[src/rtl/utc_pkg.sv]
// constants, field layout and types shared by the upper timer/counter control block
package utc_pkg;

  // ----------------------------------------------------------------
  // register indices (byte address is four times the index)
  // ----------------------------------------------------------------
  localparam logic [5:0] IDX_CTRL  = 6'h16;  // upper_timer_control
  localparam logic [5:0] IDX_PW    = 6'h18;  // upper_pulse_width
  localparam logic [5:0] IDX_PER   = 6'h1A;  // upper_period_compare
  localparam logic [5:0] IDX_CFG   = 6'h1C;  // divider tap and power mode
  localparam logic [5:0] IDX_CNT   = 6'h1D;  // live counter value, read only
  localparam logic [5:0] IDX_IST   = 6'h1E;  // sticky event status, read only
  localparam logic [5:0] IDX_IEN   = 6'h1F;  // event enable
  localparam logic [5:0] IDX_ICLR  = 6'h20;  // write one to clear status

  // ----------------------------------------------------------------
  // reset values
  // ----------------------------------------------------------------
  localparam logic [7:0] RST_CTRL  = 8'h00;
  localparam logic [7:0] RST_PW    = 8'hFF;
  localparam logic [7:0] RST_PER   = 8'hFF;
  localparam logic [7:0] RST_ZERO  = 8'h00;

  // ----------------------------------------------------------------
  // control, configuration and status field positions
  // ----------------------------------------------------------------
  localparam int CTL_FF      = 7;
  localparam int CTL_CK_HI   = 6;
  localparam int CTL_CK_LO   = 4;
  localparam int CTL_RUN     = 3;
  localparam int CTL_MODE_HI = 2;
  localparam int CTL_MODE_LO = 0;
  localparam int CFG_TAP     = 0;
  localparam int CFG_PWR_HI  = 2;
  localparam int CFG_PWR_LO  = 1;
  localparam int IST_MATCH   = 0;
  localparam int IST_BADCLK  = 1;
  localparam int IST_W       = 2;

  // ----------------------------------------------------------------
  // prescaler taps (exponents of two on the high-frequency clock)
  // ----------------------------------------------------------------
  localparam int PRE_W       = 11;
  localparam int EXP_A       = 11;
  localparam int EXP_B       = 7;
  localparam int EXP_C       = 5;
  localparam int EXP_D       = 3;
  localparam int EXP_E       = 1;
  localparam int LF_DIV_W    = 3;

  // ----------------------------------------------------------------
  // enumerations
  // ----------------------------------------------------------------
  typedef enum logic [2:0] {
    UTC_M_TIMER8   = 3'b000,
    UTC_M_PDO8     = 3'b001,
    UTC_M_PWM8     = 3'b010,
    UTC_M_RSVD     = 3'b011,
    UTC_M_TIMER16  = 3'b100,
    UTC_M_WARMUP   = 3'b101,
    UTC_M_PWM16    = 3'b110,
    UTC_M_PPG16    = 3'b111
  } utc_mode_e;

  typedef enum logic [2:0] {
    UTC_CK_DIV11   = 3'b000,
    UTC_CK_DIV7    = 3'b001,
    UTC_CK_DIV5    = 3'b010,
    UTC_CK_DIV3    = 3'b011,
    UTC_CK_LOW     = 3'b100,
    UTC_CK_DIV1    = 3'b101,
    UTC_CK_FULL    = 3'b110,
    UTC_CK_PIN     = 3'b111
  } utc_clk_e;

endpackage

[src/rtl/utc_upper_timer.sv]
// upper 8-bit timer/counter unit: registers, clock select, counter and events
`timescale 1ns/1ps
`default_nettype none

module utc_upper_timer (
  // clock and reset
  input  wire  logic        mclk_in,
  input  wire  logic        rst_in,
  // wishbone classic slave
  input  wire  logic        wb_cyc_in,
  input  wire  logic        wb_stb_in,
  input  wire  logic        wb_we_in,
  input  wire  logic [7:0]  wb_adr_in,
  input  wire  logic [3:0]  wb_sel_in,
  input  wire  logic [31:0] wb_dat_in,
  output logic              wb_ack_out,
  output logic       [31:0] wb_dat_out,
  // pins and cascade
  input  wire  logic        low_freq_clk_in,
  input  wire  logic        counter_pin_in,
  input  wire  logic        cascade_ovf_in,
  input  wire  logic        lower_match_in,
  // results
  output logic              timer_ff_out,
  output logic              upper_match_irq_out,
  output logic              irq_out
);
  import utc_pkg::*;

  // ----------------------------------------------------------------
  // registers and state
  // ----------------------------------------------------------------
  logic [7:0]         upper_timer_control;
  logic [7:0]         upper_pulse_width;
  logic [7:0]         upper_period_compare;
  logic [7:0]         cfg_reg;
  logic [7:0]         counter;
  logic [IST_W-1:0]   irq_status;
  logic [IST_W-1:0]   irq_enable;
  logic [PRE_W-1:0]   prescale;
  logic [LF_DIV_W-1:0] lf_div;
  logic [2:0]         lf_sync;
  logic [2:0]         pin_sync;

  // ----------------------------------------------------------------
  // field decode
  // ----------------------------------------------------------------
  logic      run_control;
  logic      output_flipflop_ctl;
  utc_clk_e  clock_select_field;
  utc_mode_e mode_select_field;
  logic      divider_tap_select;
  logic      slow_mode;
  logic      mode16;

  assign run_control         = upper_timer_control[CTL_RUN];
  assign output_flipflop_ctl = upper_timer_control[CTL_FF];
  assign clock_select_field  = utc_clk_e'(upper_timer_control[CTL_CK_HI:CTL_CK_LO]);
  assign mode_select_field   = utc_mode_e'(upper_timer_control[CTL_MODE_HI:CTL_MODE_LO]);
  assign divider_tap_select  = cfg_reg[CFG_TAP];
  assign slow_mode           = cfg_reg[CFG_PWR_HI];  // slow and sleep share the top bit
  assign mode16              = mode_select_field[CTL_MODE_HI];

  // ----------------------------------------------------------------
  // bus decode
  // ----------------------------------------------------------------
  logic       bus_req;
  logic       wr_stb;
  logic [5:0] reg_idx;
  logic [7:0] wdat;

  assign bus_req = wb_cyc_in & wb_stb_in & ~wb_ack_out;
  assign wr_stb  = bus_req & wb_we_in & wb_sel_in[0];
  assign reg_idx = wb_adr_in[7:2];
  assign wdat    = wb_dat_in[7:0];

  // true when a write hits the given register index
  function automatic logic wr_hit(input logic [5:0] idx);
    wr_hit = wr_stb && (reg_idx == idx);
  endfunction

  // ----------------------------------------------------------------
  // synchronisers and clock taps
  // ----------------------------------------------------------------
  // pins come from outside the clock domain; stage 0 only feeds stage 1
  always_ff @(posedge mclk_in) begin
    if (rst_in) begin
      lf_sync  <= 3'h0;
      pin_sync <= 3'h0;
    end else begin
      lf_sync  <= {lf_sync[1:0], low_freq_clk_in};
      pin_sync <= {pin_sync[1:0], counter_pin_in};
    end
  end

  logic lf_tick;
  logic pin_fall;
  assign lf_tick  = lf_sync[1] & ~lf_sync[2];
  assign pin_fall = ~pin_sync[1] & pin_sync[2];

  // free-running prescaler on the high-frequency (system) clock
  always_ff @(posedge mclk_in) begin
    if (rst_in) begin
      prescale <= '0;
      lf_div   <= '0;
    end else begin
      prescale <= prescale + 1'b1;
      if (lf_tick) begin
        lf_div <= lf_div + 1'b1;
      end
    end
  end

  // one-cycle tick every 2^e system clocks
  function automatic logic tap(input int e);
    tap = &prescale[e-1 -: 1] && ((prescale & PRE_W'((1 << e) - 1)) == PRE_W'((1 << e) - 1));
  endfunction

  logic lf_div_tick;
  assign lf_div_tick = lf_tick && (&lf_div);

  // source tick per clock select, tap and power mode
  logic src_tick;
  logic bad_clk;
  always_comb begin
    src_tick = 1'b0;
    bad_clk  = 1'b0;
    if (mode16) begin
      src_tick = cascade_ovf_in;
    end else if (slow_mode) begin
      unique case (clock_select_field)
        UTC_CK_DIV11: src_tick = lf_div_tick;
        UTC_CK_LOW:   src_tick = lf_tick;
        UTC_CK_PIN:   src_tick = pin_fall;
        default:      bad_clk  = 1'b1;
      endcase
    end else begin
      unique case (clock_select_field)
        UTC_CK_DIV11: src_tick = divider_tap_select ? lf_div_tick : tap(EXP_A);
        UTC_CK_DIV7:  src_tick = tap(EXP_B);
        UTC_CK_DIV5:  src_tick = tap(EXP_C);
        UTC_CK_DIV3:  src_tick = tap(EXP_D);
        UTC_CK_LOW:   src_tick = lf_tick;
        UTC_CK_DIV1:  src_tick = tap(EXP_E);
        UTC_CK_FULL:  src_tick = 1'b1;
        UTC_CK_PIN:   src_tick = pin_fall;
      endcase
    end
  end

  // ----------------------------------------------------------------
  // registers written by software
  // ----------------------------------------------------------------
  // while running only the run bit moves; a stop write keeps the fields
  always_ff @(posedge mclk_in) begin
    if (rst_in) begin
      upper_timer_control <= RST_CTRL;
    end else if (wr_hit(IDX_CTRL)) begin
      if (run_control) begin
        upper_timer_control[CTL_RUN] <= wdat[CTL_RUN];
      end else begin
        upper_timer_control <= wdat;
      end
    end
  end

  // period compare frozen while running, guarding against a missed match
  always_ff @(posedge mclk_in) begin
    if (rst_in) begin
      upper_period_compare <= RST_PER;
    end else if (wr_hit(IDX_PER) && !run_control) begin
      upper_period_compare <= wdat;
    end
  end

  logic pwm_mode;
  assign pwm_mode = (mode_select_field == UTC_M_PWM8) || (mode_select_field == UTC_M_PWM16);

  // pulse width takes live updates only in the PWM modes
  always_ff @(posedge mclk_in) begin
    if (rst_in) begin
      upper_pulse_width <= RST_PW;
    end else if (wr_hit(IDX_PW) && (!run_control || pwm_mode)) begin
      upper_pulse_width <= wdat;
    end
  end

  // configuration and event enable
  always_ff @(posedge mclk_in) begin
    if (rst_in) begin
      cfg_reg    <= RST_ZERO;
      irq_enable <= '0;
    end else begin
      if (wr_hit(IDX_CFG)) begin
        cfg_reg <= wdat;
      end
      if (wr_hit(IDX_IEN)) begin
        irq_enable <= wdat[IST_W-1:0];
      end
    end
  end

  // ----------------------------------------------------------------
  // counter
  // ----------------------------------------------------------------
  logic       clears_on_match;
  logic       match_evt;
  logic [7:0] next_counter;
  assign clears_on_match = !pwm_mode && (mode_select_field != UTC_M_RSVD);
  assign next_counter    = counter + 8'h01;

  // 16-bit match waits for the lower half as well
  always_comb begin
    match_evt = 1'b0;
    if (run_control && clears_on_match) begin
      if (mode16) begin
        match_evt = (counter == upper_period_compare) && lower_match_in;
      end else begin
        match_evt = src_tick && (next_counter == upper_period_compare);
      end
    end
  end

  always_ff @(posedge mclk_in) begin
    if (rst_in) begin
      counter <= RST_ZERO;
    end else if (!run_control || mode_select_field == UTC_M_RSVD) begin
      counter <= RST_ZERO;
    end else if (match_evt) begin
      counter <= RST_ZERO;
    end else if (src_tick) begin
      counter <= next_counter;
    end
  end

  // ----------------------------------------------------------------
  // timer flip-flop
  // ----------------------------------------------------------------
  // loaded from the control field while stopped, toggled by compares
  always_ff @(posedge mclk_in) begin
    if (rst_in) begin
      timer_ff_out <= 1'b0;
    end else if (!run_control) begin
      timer_ff_out <= output_flipflop_ctl;
    end else if (mode_select_field == UTC_M_PDO8 && match_evt) begin
      timer_ff_out <= ~timer_ff_out;
    end else if ((pwm_mode || mode_select_field == UTC_M_PPG16) && src_tick
                 && (counter == upper_pulse_width)) begin
      timer_ff_out <= ~timer_ff_out;
    end
  end

  // ----------------------------------------------------------------
  // events and interrupt
  // ----------------------------------------------------------------
  logic [IST_W-1:0] evt;
  logic [IST_W-1:0] clr;
  assign evt = {run_control && bad_clk, match_evt};
  assign clr = wr_hit(IDX_ICLR) ? wdat[IST_W-1:0] : '0;

  // set beats clear in the same cycle
  always_ff @(posedge mclk_in) begin
    if (rst_in) begin
      irq_status          <= '0;
      irq_out             <= 1'b0;
      upper_match_irq_out <= 1'b0;
    end else begin
      irq_status          <= (irq_status & ~clr) | evt;
      irq_out             <= |(irq_status & irq_enable);
      upper_match_irq_out <= match_evt;
    end
  end

  // ----------------------------------------------------------------
  // bus answer
  // ----------------------------------------------------------------
  // one wait state, unmapped reads return zero and still ack
  always_ff @(posedge mclk_in) begin
    if (rst_in) begin
      wb_ack_out <= 1'b0;
      wb_dat_out <= '0;
    end else begin
      wb_ack_out <= bus_req;
      wb_dat_out <= '0;
      if (bus_req && !wb_we_in) begin
        unique case (reg_idx)
          IDX_CTRL: wb_dat_out[7:0] <= upper_timer_control;
          IDX_PW:   wb_dat_out[7:0] <= upper_pulse_width;
          IDX_PER:  wb_dat_out[7:0] <= upper_period_compare;
          IDX_CFG:  wb_dat_out[7:0] <= cfg_reg;
          IDX_CNT:  wb_dat_out[7:0] <= counter;
          IDX_IST:  wb_dat_out[IST_W-1:0] <= irq_status;
          IDX_IEN:  wb_dat_out[IST_W-1:0] <= irq_enable;
          default:  wb_dat_out <= '0;
        endcase
      end
    end
  end

  // ----------------------------------------------------------------
  // checks
  // ----------------------------------------------------------------
  a_reset_values: assert property (@(posedge mclk_in) rst_in |=>
    upper_period_compare == RST_PER && upper_pulse_width == RST_PW
    && upper_timer_control == RST_CTRL)
    else $error("register reset values wrong");

  a_period_idle_write: assert property (@(posedge mclk_in) disable iff (rst_in)
    wr_hit(IDX_PER) && !run_control |=> upper_period_compare == $past(wdat))
    else $error("period write while stopped lost");

  a_stop_keeps_fields: assert property (@(posedge mclk_in) disable iff (rst_in)
    run_control && wr_hit(IDX_CTRL) && !wdat[CTL_RUN] |=>
    !run_control && upper_timer_control[CTL_FF:CTL_CK_LO] == $past(upper_timer_control[CTL_FF:CTL_CK_LO])
    && mode_select_field == $past(mode_select_field))
    else $error("stop write altered fields");

  a_full_clock_count: assert property (@(posedge mclk_in) disable iff (rst_in)
    run_control && !mode16 && !slow_mode && clock_select_field == UTC_CK_FULL
    && mode_select_field != UTC_M_RSVD
    && (!clears_on_match || next_counter != upper_period_compare)
    |=> counter == $past(next_counter))
    else $error("undivided clock did not count");

  a_slow_clock_limit: assert property (@(posedge mclk_in) disable iff (rst_in)
    slow_mode && !mode16 && clock_select_field == UTC_CK_DIV7 |-> !src_tick)
    else $error("forbidden slow clock selected");

  a_cascade_clock: assert property (@(posedge mclk_in) disable iff (rst_in)
    run_control && mode16 && clears_on_match && !match_evt
    |=> counter == ($past(cascade_ovf_in) ? $past(next_counter) : $past(counter)))
    else $error("16-bit stage not on cascade");

  a_match_clears: assert property (@(posedge mclk_in) disable iff (rst_in)
    match_evt |=> counter == RST_ZERO && upper_match_irq_out && irq_status[IST_MATCH])
    else $error("match did not clear or flag");

  a_pin_falling: assert property (@(posedge mclk_in) disable iff (rst_in)
    run_control && !mode16 && !slow_mode && clock_select_field == UTC_CK_PIN
    && mode_select_field == UTC_M_TIMER8 && $fell(pin_sync[1])
    |-> src_tick ##1 (counter == $past(next_counter) || counter == RST_ZERO))
    else $error("pin falling edge missed");

  a_stop_zeroes: assert property (@(posedge mclk_in) disable iff (rst_in)
    $fell(run_control) |=> counter == RST_ZERO)
    else $error("counter not zero after stop");

  a_ff_load: assert property (@(posedge mclk_in) disable iff (rst_in)
    !run_control ##1 !run_control |-> timer_ff_out == $past(output_flipflop_ctl))
    else $error("flip-flop not from control field");

  a_reserved_idle: assert property (@(posedge mclk_in) disable iff (rst_in)
    mode_select_field == UTC_M_RSVD |=> counter == RST_ZERO)
    else $error("reserved mode counted");

endmodule

`default_nettype wire

[config.mk]
export PLATFORM = sky130hd
export DESIGN_NAME = utc_upper_timer
export DESIGN_NICKNAME = d
export VERILOG_FILES = /design/src/rtl/utc_pkg.sv /design/src/rtl/utc_upper_timer.sv
export SDC_FILE = /design/constraint.sdc
export NUM_CORES = 1
export LEC_CHECK = 0
export BUFFER_PORTS_ARGS = -buffer_cell sky130_fd_sc_hd__buf_2
export CAP_MARGIN = 10
export CELL_PAD_IN_SITES_DETAIL_PLACEMENT = 1
export CELL_PAD_IN_SITES_GLOBAL_PLACEMENT = 1
export CORE_ASPECT_RATIO = 1.2
export CORE_MARGIN = 4
export CORE_UTILIZATION = 36
export CTS_CLUSTER_DIAMETER = 100
export CTS_CLUSTER_SIZE = 24
export DETAILED_ROUTE_END_ITERATION = 7
export GPL_ROUTABILITY_DRIVEN = 0
export PLACE_DENSITY_LB_ADDON = 0.1
export SYNTH_ARGS = -nofsm -noshare
export SYNTH_HDL_FRONTEND = slang
export SYNTH_SLANG_ARGS = --single-unit
[constraint.sdc]
create_clock -name mclk_in -period 2.4 [get_ports mclk_in]
set_clock_uncertainty 0.1 [all_clocks]
set_input_delay 0 -clock mclk_in [delete_from_list [all_inputs] [get_ports mclk_in]]
set_output_delay 0 -clock mclk_in [all_outputs]
set_load 0.005 [all_outputs]
==> key figures <==
STA
  • RSZ-0062 raised after global routing: yes
  • Final worst path period share: 1.035
  • Fmax: 402.7 MHz
  • # setup viols final: 10
  • Final setup TNS: -0.3507 ns
  • Hold Vio Cnt, Final: 1
  • Slew Limit Fails: 0
  • Final WS setup: -0.08353 ns
  • Min cycle time layout: 2.484 ns
  • Worst hold margin: -0.002139 ns

Floorplanning
  • Initial core utilization: 0.3703
  • DIE AREA: 12,670 um^2
  • Site row count: 41
  • Die Y: 122.5 um
  • Die Wd: 103.4 um
  • I/O pin cnt: 89
  • Area of the core: 10,620 um^2

Cells and area
  • Non-filler cells, final: roughly 670
  • Fin area: 4805 um^2
  • Final core area utilization: 0.4525
  • Sequential Area: roughly 1500 um^2
  • Largest register FFs: 11
  • Layout area overhead: 22.18%
  • Largest Register: prescale
  • Fillers: 1,302
  • Multi-input combinational cell area: 2241 um^2
  • Final net count: roughly 600
  • Share of cells above drive strength 1: 0.2159
  • Ant diodes: 0

Worst setup path
  • CP dominant cell by count: ha_4
  • Worst flop-to-flop path startpoint: prescale[1]
  • Cell chain of the critical path: ha_4 -> nand3_4 -> inv_4 -> ha_4 -> nor2_2 -> mux4_2 -> a22oi_2 -> o211ai_1 -> o31ai_2 -> nand3_1 -> a311oi_2
  • Worst path max stage delay: 0.46 ns
  • Worst Path Max Fanout: 2
  • Worst path required time: ~2.6 ns
  • RR Endpoint: timer_ff_out
  • Reg2reg setup slack: -0.08 ns
  • Worst-case reg-to-reg path depth: 11
  • Startpoint Class: flop
  • Slowest CP cell: mux4_2
  • Arr. time, crit path: 2.63 ns
  • Crit. End Element: flop
  • Crit path kind: flop to flop

Pwr
  • Switching part of the total power: 0.2287
  • Worst VDD drop: around 310 uV
  • Overall Power: between 2 and 3 mW
  • Internal power: 2.056 mW
  • Reg power frac: 0.480
  • Power Dens Cells: 554.9 nW/um^2
  • Clk network pwr share: 0.465
  • Gate power share: 0.055
  • Psw: 609.7 uW
  • Static leakage power: between 1.5 and 2 nW

Logic synthesis
  • Synth Flop Type: dfxtp_1
  • Top area cells in the synthesized netlist: dfxtp_1 (39%), nand2_1 (6.2%), nand3_1 (4.7%)
  • Post-synthesis cell type count: 60
  • Ys async rst share: 0
  • Synth warnings: 0
  • Register area share after synthesis: 0.3869
  • Synth Cell Area: 3933 um^2
  • Cells after synthesis: 473
  • Post-synth EDFFs: 0
  • Synth area leader: dfxtp_1
  • Commonest cells in the netlist: dfxtp_1 (76), nand2_1 (65), nor2_1 (41), nand3_1 (37), a21oi_1 (29)
  • Top cell type's share of synthesized area: 0.3869
  • #FFs+latches synth: 76
  • Avg Cell Area, Syn: 8.314 um^2
  • Count leader, synth: dfxtp_1

Global route
  • Gr ovfl total: 0
  • Gr usage total: 0.1952
  • Global-route wire length before repair: between 15,000 and 20,000 um
  • Largest net degree at the start of global routing: 25
  • Vias in the first global route: 3,628
  • Initial antenna violation count: 0

Detailed routing
  • DRT Pass-1 Iters: 4
  • Routed wire length: 11,460 um
  • Antenna Nets Post-Route: 0
  • DR vias/cell: 5.159
  • DR WL/cell: roughly 17 um
  • Initial DRC Count: 100
  • Vias: between 3,000 and 4,000
  • DRC Markers: 0

Placement
  • Port buffer count: 35
  • Place WS: -0.2126 ns
  • Detailed Place HPWL: 8775 um
  • Inst Count DP: 640
  • Placed inst area: 4302 um^2

Clocking
  • CTS tree: built
  • Clock Sinks: 76
  • Clock slew at reported path FFs: 0.06 ns
  • Worst-Skew Late Latency: 0.33 ns
  • H-tree lvl count: 3
  • Total CTS buffers: 9
  • CTS Buffer Depth: 2
  • Clk root buf: clkbuf_16

Status
  • Failing checks: hold timing, setup timing
  • Status: finished, violations left

Flow run
  • Max-cap violations: 0

Min path
  • WHS Endpoint: lf_div[2]
  • Worst Hold Launch: rst_in
  • Hold crit path type: input pin to flop
  • Hold Path Depth: 2
-- cell families after synthesis --
group	count (synthesis)	share of synthesized area
compound gates	80	0.1365
xor+xnor	33	0.07350
fa+ha+maj	6	0.01909
buf+inv	61	0.08527
flops	76	0.3869
mux	23	0.06427
other cells	1	0.0009536
simple gates	193	0.2335
-- worst max-delay path: cells and delay by family, from the launching register on --
family	cells	cell delay [ns]
AO/OA/AOI/OAI	4	0.91
adder cells (fa/ha/maj)	2	0.27
multiplexers	1	0.46
AND/OR/NAND/NOR	3	0.23
buffers and inverters	1	0.07
flip-flops	1	0.35
-- layout make-up --
cell class / count / area share
multi-input cells: 359 / 0.4664
flip-flops and latches: 76 / 0.3172
repair buffers: 84 / 0.1206
clock buffers: 11 / 0.05052
well taps: 129 / 0.03359
inverters: 7 / 0.005990
clock inverters: 5 / 0.005729
-- per-layer routing --
layer	GRT usage	wire length [um]	vias to the layer above
met5	0	0	-
met4	0.07530	233	0
met1	0.2463	5006	1686
met3	0.03013	331	16
li1	-	-	1711
met2	0.3301	5888	49
-- power groups by stage --
stage          logic, mW  clock network (mW)  registers (mW)
2_1_floorplan     0.0949                   0            1.31
3_3_place_gp       0.122                   0            1.30
3_5_place_dp       0.126                   0            1.31
4_1_cts            0.144                1.28            1.28
5_1_grt            0.164                1.33            1.28
6_report           0.146                1.24            1.28
-- cells in the final DEF, fill, tap and decap left out, types with 14 or more instances in the layout --
cell type | netlist | routed
nor2_1 | 41 | 39
a21oi_1 | 29 | 28
conb_1 | 1 | 24
mux2i_1 | 14 | 14
a22oi_1 | 14 | 14
nand3_1 | 37 | 36
buf_4 | 24 | 35
xor2_1 | 20 | 20
buf_2 | 7 | 35
nand2_1 | 65 | 64
dfxtp_1 | 76 | 74
-- repair_timing --
| item | 4_1_cts | 5_1_grt |
|---|---|---|
| hold buffers | 13 | 0 |
| buffers inserted | 2 | 0 |
| endpoints found under the hold margin | 41 | 0 |
| setup endpoints to repair | 11 | 14 |
| gates resized for setup | 12 | 10 |
| pin swaps | 12 | 4 |
-- how the worst max path moves through the flow --
stage,start,to,slack (ns)
after floorplan,prescale[0],timer_ff_out,0.02
after global placement,prescale[0],counter[6],-0.13
after detailed placement,prescale[0],counter[0],-0.21
after CTS,prescale[1],counter[5],-0.13
after global routing,prescale[1],timer_ff_out,-0.22
final,prescale[1],timer_ff_out,-0.08
Power figures use the tool's default switching activity.
